$ cat config.mk
export PLATFORM = sky130hd
export DESIGN_NAME = adsc_driver_flat
export DESIGN_NICKNAME = d
export VERILOG_FILES = /design/src/logic/adsc_pkg.sv /design/src/logic/adsc_if.sv /design/src/logic/adsc_driver.sv /design/src/flat_wrapper.sv
export SDC_FILE = /design/constraint.sdc
export NUM_CORES = 1
export LEC_CHECK = 0
export ABC_AREA = 0
export ABC_CLOCK_PERIOD_IN_PS = 15950
export BUFFER_PORTS_ARGS = -buffer_cell sky130_fd_sc_hd__clkbuf_2
export CAP_MARGIN = 40
export CORE_UTILIZATION = 50
export CTS_BUF_LIST = sky130_fd_sc_hd__clkbuf_16
export CTS_CLUSTER_SIZE = 25
export DETAILED_ROUTE_END_ITERATION = 12
export GPL_TIMING_DRIVEN = 0
export PLACE_DENSITY = 0.69
export SLEW_MARGIN = 20
export SYNTH_ARGS = -nofsm -noshare
export SYNTH_HDL_FRONTEND = slang
export SYNTH_SLANG_ARGS = --single-unit
$ cat constraint.sdc
create_clock -name sys_clk -period 15.95 [get_ports sys_clk]
set_input_delay 3.19 -clock sys_clk [delete_from_list [all_inputs] [get_ports sys_clk]]
set_output_delay 3.19 -clock sys_clk [all_outputs]
set_load 0.01 [all_outputs]
$ cat src/logic/adsc_pkg.sv
// Shared constants and types for the sample controller and its driver
package adsc_pkg;
  // Device register map (byte offsets)
  localparam logic [7:0] ADSC_PIN_BASE   = 8'h04;
  localparam logic [7:0] ADSC_PIN_LAST   = 8'h1c;
  localparam logic [7:0] ADSC_GEN_OFS    = 8'h20;
  localparam int         ADSC_PINS       = 7;
  // General control fields
  localparam int         ADSC_DROP_BIT   = 24;
  localparam int         ADSC_WIDTH_LO   = 16;
  localparam int         ADSC_CAL_BIT    = 1;
  localparam int         ADSC_EN_BIT     = 0;
  localparam logic       ADSC_DROP_RST   = 1'b1;
  localparam logic [1:0] ADSC_WIDTH_RST  = 2'h1;
  localparam logic       ADSC_CAL_RST    = 1'b0;
  localparam logic       ADSC_EN_RST     = 1'b0;
  // Per-pin fields
  localparam int         ADSC_DEST_LO    = 8;
  localparam int         ADSC_PEN_BIT    = 0;
  localparam logic [23:0] ADSC_DEST_RST  = 24'h000000;
  localparam logic       ADSC_PEN_RST    = 1'b0;
  // Calibration pulses after enable
  localparam logic [2:0] ADSC_CAL_PULSES = 3'h6;
  // Full scale in microvolts of the internal reference
  localparam logic [19:0] ADSC_UV_NUM    = 20'hc3500;
  localparam logic [4:0] ADSC_DIV_STEPS  = 5'h14;

  typedef enum logic [1:0] {
    ADSC_W8   = 2'b00,
    ADSC_W16  = 2'b01,
    ADSC_WRSV = 2'b10,
    ADSC_W32  = 2'b11
  } adsc_width_type;

  // Driver register map (byte offsets)
  localparam logic [7:0] ADSC_C_CMD      = 8'h00;
  localparam logic [7:0] ADSC_C_WDATA    = 8'h04;
  localparam logic [7:0] ADSC_C_RDATA    = 8'h08;
  localparam logic [7:0] ADSC_C_STATUS   = 8'h0c;
  localparam logic [7:0] ADSC_C_MASK     = 8'h10;
  localparam logic [7:0] ADSC_C_SAMPLE   = 8'h14;
  localparam logic [7:0] ADSC_C_SCALE    = 8'h18;
  localparam logic [7:0] ADSC_C_UV       = 8'h1c;
  // Status bits
  localparam int         ADSC_S_DONE     = 0;
  localparam int         ADSC_S_SAMPLE   = 1;
  localparam int         ADSC_S_REFUSED  = 2;
  localparam int         ADSC_S_SCALE    = 3;

  typedef enum logic [1:0] {
    ADSC_OP_NONE  = 2'b00,
    ADSC_OP_READ  = 2'b01,
    ADSC_OP_WRITE = 2'b10,
    ADSC_OP_PULSE = 2'b11
  } adsc_op_type;

  typedef enum logic [1:0] {
    ADSC_CS_IDLE = 2'b00,
    ADSC_CS_WAIT = 2'b01,
    ADSC_CS_CAL  = 2'b10
  } adsc_cstate_type;
endpackage

$ cat src/logic/adsc_if.sv
// Link between the sample controller and its driving tile
`timescale 1ns/1ps
`default_nettype none
interface adsc_if;
  // Register access
  logic        regReq;
  logic        regWrite;
  logic [7:0]  regAddr;
  logic [31:0] regWdata;
  logic        regAck;
  logic [31:0] regRdata;
  // Sample pulses
  logic        pulse;
  logic [2:0]  pulsePin;
  // Sample packet bytes
  logic        pktValid;
  logic [7:0]  pktData;
  logic        pktLast;
  logic [23:0] pktDest;
  logic        pktReady;

  modport dev (input regReq, regWrite, regAddr, regWdata, pulse, pulsePin,
               pktReady,
               output regAck, regRdata, pktValid, pktData, pktLast, pktDest);
  modport ctl (output regReq, regWrite, regAddr, regWdata, pulse, pulsePin,
               pktReady,
               input regAck, regRdata, pktValid, pktData, pktLast, pktDest);
endinterface
`default_nettype wire

$ cat src/logic/adsc_driver.sv
// Tile-side driver: AXI4-Lite commands, calibration pulses, sample intake
//
// Register access over AXI4-Lite was chosen for this implementation.
`timescale 1ns/1ps
`default_nettype none
module adsc_driver (
  // Clock and reset
  input  wire logic        sys_clk,
  input  wire logic        rstn,
  // AXI4-Lite slave
  input  wire logic        awvalid,
  output logic             awready,
  input  wire logic [7:0]  awaddr,
  input  wire logic        wvalid,
  output logic             wready,
  input  wire logic [31:0] wdata,
  input  wire logic [3:0]  wstrb,
  output logic             bvalid,
  input  wire logic        bready,
  output logic [1:0]       bresp,
  input  wire logic        arvalid,
  output logic             arready,
  input  wire logic [7:0]  araddr,
  output logic             rvalid,
  input  wire logic        rready,
  output logic [31:0]      rdata,
  output logic [1:0]       rresp,
  // Interrupt
  output logic             irq,
  // Controller side
  adsc_if.ctl              link
);
  import adsc_pkg::*;

  typedef struct packed {
    adsc_cstate_type cs;
    logic        awready, wready, bvalid, arready, rvalid, irq;
    logic [31:0] rdata, wreg, rdReg, sample, uv;
    logic [3:0]  status, mask;
    logic        regReq, regWrite, pulse, enSh, calSh, discard, startCal;
    logic        pktReady;
    logic [7:0]  regAddr;
    logic [2:0]  pulsePin, calCnt, rxCnt;
    logic [23:0] rxWord;
    logic [11:0] calVal, rem;
    logic [19:0] scale, quot;
    logic [4:0]  divCnt;
  } adsc_drv_type;

  adsc_drv_type s_q;
  adsc_drv_type s_d;
  logic [3:0]  setB;
  logic [3:0]  clrB;
  logic [31:0] full;
  logic [12:0] trial;
  adsc_op_type op;

  always_comb begin
    s_d = s_q;
    s_d.awready = 1'b0;
    s_d.wready = 1'b0;
    s_d.arready = 1'b0;
    s_d.regReq = 1'b0;
    s_d.pulse = 1'b0;
    setB = 4'h0;
    clrB = 4'h0;
    op = adsc_op_type'(wdata[9:8]);
    full = 32'h00000000;
    trial = {s_q.rem, s_q.quot[19]};

    if (s_q.bvalid && bready) s_d.bvalid = 1'b0;
    if (awvalid && wvalid && !s_q.awready && !s_q.bvalid) begin
      s_d.awready = 1'b1;
      s_d.wready = 1'b1;
      s_d.bvalid = 1'b1;
      unique case (awaddr)
        ADSC_C_WDATA:  s_d.wreg = wdata;
        ADSC_C_STATUS: clrB = wdata[3:0];
        ADSC_C_MASK:   s_d.mask = wdata[3:0];
        ADSC_C_CMD: begin
          if (s_q.cs != ADSC_CS_IDLE) begin
            setB[ADSC_S_REFUSED] = 1'b1;
          end else if (op == ADSC_OP_PULSE) begin
            s_d.pulse = 1'b1;
            s_d.pulsePin = wdata[14:12];
          end else if (op == ADSC_OP_READ) begin
            s_d.regReq = 1'b1;
            s_d.regWrite = 1'b0;
            s_d.regAddr = wdata[7:0];
            s_d.cs = ADSC_CS_WAIT;
          end else if (op == ADSC_OP_WRITE && s_q.enSh &&
                       wdata[7:0] != ADSC_C_CMD && wdata[7:0] < ADSC_GEN_OFS) begin
            setB[ADSC_S_REFUSED] = 1'b1;
          end else if (op == ADSC_OP_WRITE) begin
            s_d.regReq = 1'b1;
            s_d.regWrite = 1'b1;
            s_d.regAddr = wdata[7:0];
            s_d.cs = ADSC_CS_WAIT;
            if (wdata[7:0] == ADSC_GEN_OFS) begin
              // first sample after a switch dropped
              if (s_q.wreg[ADSC_CAL_BIT] != s_q.calSh) s_d.discard = 1'b1;
              s_d.startCal = s_q.wreg[ADSC_EN_BIT] && !s_q.enSh;
              s_d.enSh = s_q.wreg[ADSC_EN_BIT];
              s_d.calSh = s_q.wreg[ADSC_CAL_BIT];
            end
          end
        end
        default: ;
      endcase
    end

    if (s_q.rvalid && rready) s_d.rvalid = 1'b0;
    if (arvalid && !s_q.arready && !s_q.rvalid) begin
      s_d.arready = 1'b1;
      s_d.rvalid = 1'b1;
      unique case (araddr)
        ADSC_C_WDATA:  s_d.rdata = s_q.wreg;
        ADSC_C_RDATA:  s_d.rdata = s_q.rdReg;
        ADSC_C_STATUS: s_d.rdata = {28'h0000000, s_q.status};
        ADSC_C_MASK:   s_d.rdata = {28'h0000000, s_q.mask};
        ADSC_C_SAMPLE: s_d.rdata = s_q.sample;
        ADSC_C_SCALE:  s_d.rdata = {12'h000, s_q.scale};
        ADSC_C_UV:     s_d.rdata = s_q.uv;
        default:       s_d.rdata = 32'h00000000;
      endcase
    end

    unique case (s_q.cs)
      ADSC_CS_IDLE: ;
      ADSC_CS_WAIT: begin
        if (link.regAck) begin
          s_d.rdReg = link.regRdata;
          setB[ADSC_S_DONE] = 1'b1;
          s_d.cs = s_q.startCal ? ADSC_CS_CAL : ADSC_CS_IDLE;
          s_d.calCnt = ADSC_CAL_PULSES;
          s_d.startCal = 1'b0;
        end
      end
      // six calibration pulses, every other cycle
      ADSC_CS_CAL: begin
        if (!s_q.pulse) begin
          s_d.pulse = 1'b1;
          s_d.pulsePin = 3'h0;
          s_d.calCnt = s_q.calCnt - 3'h1;
          if (s_q.calCnt == 3'h1) s_d.cs = ADSC_CS_IDLE;
        end
      end
      default: s_d.cs = ADSC_CS_IDLE;
    endcase

    // serial division of 800000 by the calibration value
    if (s_q.divCnt != 5'h00) begin
      s_d.divCnt = s_q.divCnt - 5'h01;
      if (trial >= {1'b0, s_q.calVal}) begin
        s_d.rem = 12'(trial - {1'b0, s_q.calVal});
        s_d.quot = {s_q.quot[18:0], 1'b1};
      end else begin
        s_d.rem = trial[11:0];
        s_d.quot = {s_q.quot[18:0], 1'b0};
      end
      if (s_q.divCnt == 5'h01) begin
        s_d.scale = s_d.quot;
        setB[ADSC_S_SCALE] = 1'b1;
      end
    end

    // Intake stalls while the scale is being worked out
    s_d.pktReady = (s_d.divCnt == 5'h00);
    if (link.pktValid && s_q.pktReady) begin
      s_d.rxWord = {s_q.rxWord[15:0], link.pktData};
      s_d.rxCnt = s_q.rxCnt + 3'h1;
      if (link.pktLast) begin
        s_d.rxCnt = 3'h0;
        unique case (s_q.rxCnt)
          3'h0:    full = {link.pktData, 24'h000000};
          3'h1:    full = {s_q.rxWord[7:0], link.pktData, 16'h0000};
          default: full = {s_q.rxWord, link.pktData};
        endcase
        if (s_q.discard) begin
          s_d.discard = 1'b0;
        end else if (s_q.calSh) begin
          s_d.calVal = full[31:20];
          s_d.rem = 12'h000;
          s_d.quot = ADSC_UV_NUM;
          s_d.divCnt = ADSC_DIV_STEPS;
          s_d.pktReady = 1'b0;
        end else begin
          s_d.sample = full;
          s_d.uv = 32'(full[31:20]) * 32'(s_q.scale);
          setB[ADSC_S_SAMPLE] = 1'b1;
        end
      end
    end

    // Set wins over the write-one clear
    s_d.status = (s_q.status & ~clrB) | setB;
    s_d.irq = |(s_q.status & s_q.mask);
  end

  always_ff @(posedge sys_clk or negedge rstn) begin
    if (!rstn) begin
      s_q <= '0;
      s_q.cs <= ADSC_CS_IDLE;
    end else begin
      s_q <= s_d;
    end
  end

  assign awready = s_q.awready;
  assign wready = s_q.wready;
  assign bvalid = s_q.bvalid;
  assign bresp = 2'h0;
  assign arready = s_q.arready;
  assign rvalid = s_q.rvalid;
  assign rdata = s_q.rdata;
  assign rresp = 2'h0;
  assign irq = s_q.irq;
  assign link.regReq = s_q.regReq;
  assign link.regWrite = s_q.regWrite;
  assign link.regAddr = s_q.regAddr;
  assign link.regWdata = s_q.wreg;
  assign link.pulse = s_q.pulse;
  assign link.pulsePin = s_q.pulsePin;
  assign link.pktReady = s_q.pktReady;
endmodule
`default_nettype wire

$ cat src/flat_wrapper.sv
// flat-port wrapper written by rule: the top's interface ports become plain ports
module adsc_driver_flat import adsc_pkg::*;
  (sys_clk, rstn, awvalid, awready, awaddr, wvalid, wready, wdata, wstrb, bvalid, bready, bresp, arvalid, arready, araddr, rvalid, rready, rdata, rresp, irq, link_regReq, link_regWrite, link_regAddr, link_regWdata, link_pulse, link_pulsePin, link_pktReady, link_regAck, link_regRdata, link_pktValid, link_pktData, link_pktLast, link_pktDest);
  adsc_if link_i ();
  input  wire logic sys_clk;
  input  wire logic rstn;
  input  wire logic awvalid;
  output logic awready;
  input  wire logic [7:0] awaddr;
  input  wire logic wvalid;
  output logic wready;
  input  wire logic [31:0] wdata;
  input  wire logic [3:0] wstrb;
  output logic bvalid;
  input  wire logic bready;
  output logic [1:0] bresp;
  input  wire logic arvalid;
  output logic arready;
  input  wire logic [7:0] araddr;
  output logic rvalid;
  input  wire logic rready;
  output logic [31:0] rdata;
  output logic [1:0] rresp;
  output logic irq;
  output wire logic [$bits(link_i.regReq)-1:0] link_regReq;
  output wire logic [$bits(link_i.regWrite)-1:0] link_regWrite;
  output wire logic [$bits(link_i.regAddr)-1:0] link_regAddr;
  output wire logic [$bits(link_i.regWdata)-1:0] link_regWdata;
  output wire logic [$bits(link_i.pulse)-1:0] link_pulse;
  output wire logic [$bits(link_i.pulsePin)-1:0] link_pulsePin;
  output wire logic [$bits(link_i.pktReady)-1:0] link_pktReady;
  input wire logic [$bits(link_i.regAck)-1:0] link_regAck;
  input wire logic [$bits(link_i.regRdata)-1:0] link_regRdata;
  input wire logic [$bits(link_i.pktValid)-1:0] link_pktValid;
  input wire logic [$bits(link_i.pktData)-1:0] link_pktData;
  input wire logic [$bits(link_i.pktLast)-1:0] link_pktLast;
  input wire logic [$bits(link_i.pktDest)-1:0] link_pktDest;
  assign link_regReq = link_i.regReq;
  assign link_regWrite = link_i.regWrite;
  assign link_regAddr = link_i.regAddr;
  assign link_regWdata = link_i.regWdata;
  assign link_pulse = link_i.pulse;
  assign link_pulsePin = link_i.pulsePin;
  assign link_pktReady = link_i.pktReady;
  assign link_i.regAck = link_regAck;
  assign link_i.regRdata = link_regRdata;
  assign link_i.pktValid = link_pktValid;
  assign link_i.pktData = link_pktData;
  assign link_i.pktLast = link_pktLast;
  assign link_i.pktDest = link_pktDest;
  adsc_driver u_core (.sys_clk(sys_clk), .rstn(rstn), .awvalid(awvalid), .awready(awready), .awaddr(awaddr), .wvalid(wvalid), .wready(wready), .wdata(wdata), .wstrb(wstrb), .bvalid(bvalid), .bready(bready), .bresp(bresp), .arvalid(arvalid), .arready(arready), .araddr(araddr), .rvalid(rvalid), .rready(rready), .rdata(rdata), .rresp(rresp), .irq(irq), .link(link_i));
endmodule
==> run_results.csv <==
group,metric,value,unit
final_layout,fillers,3598,
drt,route.vias.total,16900,
sta,fmax,0.111,GHz
cts,cts_sinks,293,
cts,cts_buffers,31,
cts,clock_latency,0.59,ns
cts,clk_path_buf_depth,3,
setup_path,worst_r2r_endpoint,"u_core.s_q[154]$_DFFE_PN0P_",
sta,fin_skew,0.0192,ns
global_routing,gr-total-overflow,0,
global_routing,first_global_vias,17500,
drt,first_pass_iters,8,
final_layout,final_common_cell,"nand2_1",
drt,routed_wl,61.2,mm
cts,htree_num_levels,1,
floorplanning,die_x,209,um
global_routing,grt_max_degree,91,
cts,cts_resized,0,
synth,synth_edf_count,0,
setup_path,arrival,9.42,ns
setup_path,r2r_slack,8.27,ns
synth,synth.area.top_cells,"dfrtp_1 34%, fa_1 17%, nand2_1 7.0%",
synth,netlist_area,0.0215,mm2
synth,synth-seq-cells,293,
synth,yosysTopAreaCell,"dfrtp_1",
sta,drv_slew,0,
final_layout,final_cell_mix,"400 x nand2_1, 293 x dfrtp_1, 254 x inv_1",
final_layout,syn_to_final_growth,13.0,%
synth,ys_types,78,
synth,synth-warning-count,0,
setup_path,crit_required,16.39,ns
setup_path,endpoint_kind,"flop",
floorplanning,core-area,0.0421,mm2
synth,synth-async-reset-ratio,1.00,
final_layout,final_cell_area,0.0243,mm2
floorplanning,fp.dieH,209,um
floorplanning,start_util,0.510,
synth,yosysSeqAreaShare,0.341,
global_routing,antenna_found_initial,4,
floorplanning,io_pins,215,
sta,fin_crit_sh,0.563,
final_layout,drive_gt1_frac,0.188,
placed_design,place.gp.congestion,0.924,
hold_path,hold_path_class,"reg2reg",
sta,fin_setup_tns,0,ns
synth,synth_top_area_share,0.341,
cts,postCtsSetupRepairBufs,0,
synth,avgSynthCellArea,9.65,um2
setup_path,critPathLaunch,"link_pktData[0]",
sta,rsz0062_at_grt,"false",
final_layout,finalNetCount,2846,
run_status,status,"finished, final reports clean",
sta,slew-limit-headroom,0.408,
setup_path,rr_worst_depth,24,
global_routing,grt_pass1_wl,98.0,mm
setup_path,crit_fanout,10,
synth,ys.flop_type,"dfrtp_1",
synth,synthCells,2225,
cts,clkTransAtPathRegs,0.06,ns
setup_path,critPathLaunchType,"input pin",
global_routing,grtUsageTotal,0.288,
cts,tritoncts,"yes",
placed_design,dpl_cell_area,0.0232,mm2
cts,root_buffer,"clkbuf_16",
floorplanning,rows,75,
job,drv_cap,0,
sta,finalCriticalPeriod,8.99,ns
setup_path,endpoint,"u_core.s_q[154]$_DFFE_PN0P_",
drt,drt-initial-drc-count,1311,
drt,drc,0,
setup_path,reg2reg_from,"u_core.s_q[94]$_DFFE_PN0P_",
drt,antenna_left,0,
floorplanning,die_area,0.0438,mm2
sta,worst_pin_slew,0.874,ns
placed_design,dpl.hpwl,48.6,mm
cts,cts_hold_buf,0,
placed_design,portBuffers,182,
sta,hold_viol,0,
drt,vias_per_cell,5.62,
setup_path,crit_type,"in2reg",
drt,wl_per_cell,20.3,um
sta,setup_viol,0,
## sequential cells by signal, summed over array words and instances (netlist names), 3 cells and up
signal / flops
u_core.link.pulsePin: 3
u_core.s_q: 209
u_core.link.regWdata: 32
u_core.link.regAddr: 8
u_core.rdata: 32
## worst min path at each step
stage,from,to,cells past startpoint
after detailed placement,u_core.s_q[158]$_DFFE_PN0P_,u_core.s_q[158]$_DFFE_PN0P_,2
after floorplan,u_core.s_q[158]$_DFFE_PN0P_,u_core.s_q[158]$_DFFE_PN0P_,2
after global placement,u_core.s_q[126]$_DFFE_PN0P_,u_core.s_q[126]$_DFFE_PN0P_,2
after global routing,u_core.s_q[158]$_DFFE_PN0P_,u_core.s_q[158]$_DFFE_PN0P_,2
after CTS,u_core.s_q[158]$_DFFE_PN0P_,u_core.s_q[158]$_DFFE_PN0P_,2
final,u_core.s_q[158]$_DFFE_PN0P_,u_core.s_q[158]$_DFFE_PN0P_,2
## cells in the mapped netlist, drive strengths merged, types with 5 or more instances
master,instances
fa,181
a211oi,7
and3,6
clkbuf,106
a222oi,17
nand2,400
and2,78
nand2b,7
o21ai,113
nand3,57
buf,100
nor4,5
xor2,13
a22oi,13
nand4,6
mux2,118
a21o,28
a21oi,70
inv,249
nor3,19
a221oi,24
o21a,8
nor2b,8
xnor2,26
o211ai,12
dfrtp,293
ha,92
a22o,15
nor2,62
a31oi,20
mux2i,17
## cells by family after synthesis
kind of cell	Yosys count	share of synthesized area
compound gates	358	0.110
xor+xnor	39	0.0159
fa+ha+maj	273	0.222
buf+inv	455	0.0959
flops	293	0.341
mux	138	0.0733
other cells	1	0.000175
simple gates	668	0.141
## worst max-delay path: stages
cell and delay (ns):
clkbuf_2 0.13, a221oi_1 0.09, nor2_1 0.62, clkbuf_1 0.54, nand2_1 0.16, fa_1 0.55
fa_1 0.53, inv_1 0.06, fa_1 0.49, fa_1 0.49, inv_1 0.05, fa_1 0.48
inv_1 0.08, ha_1 0.38, a21o_1 0.21, a31oi_1 0.19, nand2_1 0.07, o21ai_0 0.48
a41oi_1 0.23, xnor2_1 0.28, o21ai_0 0.11
## routing by layer
| layer | track usage | wire length [um] | up-vias |
|---|---|---|---|
| met3 | 0.0443 | 4280 | 127 |
| met4 | 0.109 | 2290 | 4 |
| met1 | 0.385 | 25900 | 8447 |
| met5 | 0 | 20 | - |
| met2 | 0.473 | 28700 | 663 |
| li1 | - | - | 7700 |
## metrics by stage
step | instances | util | hold slack (ns) | worst slack [ns]
6_report | 3014 | 0.576 | 0.466 | 6.96
5_1_grt | 3011 | 0.576 | 0.484 | 6.71
3_3_place_gp | 2949 | 0.547 | 0.457 | 5.56
4_1_cts | 3010 | 0.575 | 0.470 | 7.11
3_5_place_dp | 2952 | 0.550 | 0.457 | 6.51
2_1_floorplan | 2228 | - | 0.433 | 7.84
## area by class of cell
| type | instances | area, um2 | area share |
|---|---|---|---|
| buffer | 206 | 1120 | 0.0464 |
| clock buffer | 31 | 776 | 0.0320 |
| sequential | 293 | 7330 | 0.302 |
| tap | 539 | 674 | 0.0278 |
| inverter | 249 | 935 | 0.0385 |
| clock inverter | 27 | 313 | 0.0129 |
| multi-input combinational | 1480 | 12100 | 0.498 |
| timing repair buffer | 186 | 1010 | 0.0418 |
| antenna | 3 | 7.51 | 0.000309 |
Power is left out: the tool's default activity adds up to more than one toggle a clock period on the data nets, which glitch-free logic cannot reach.
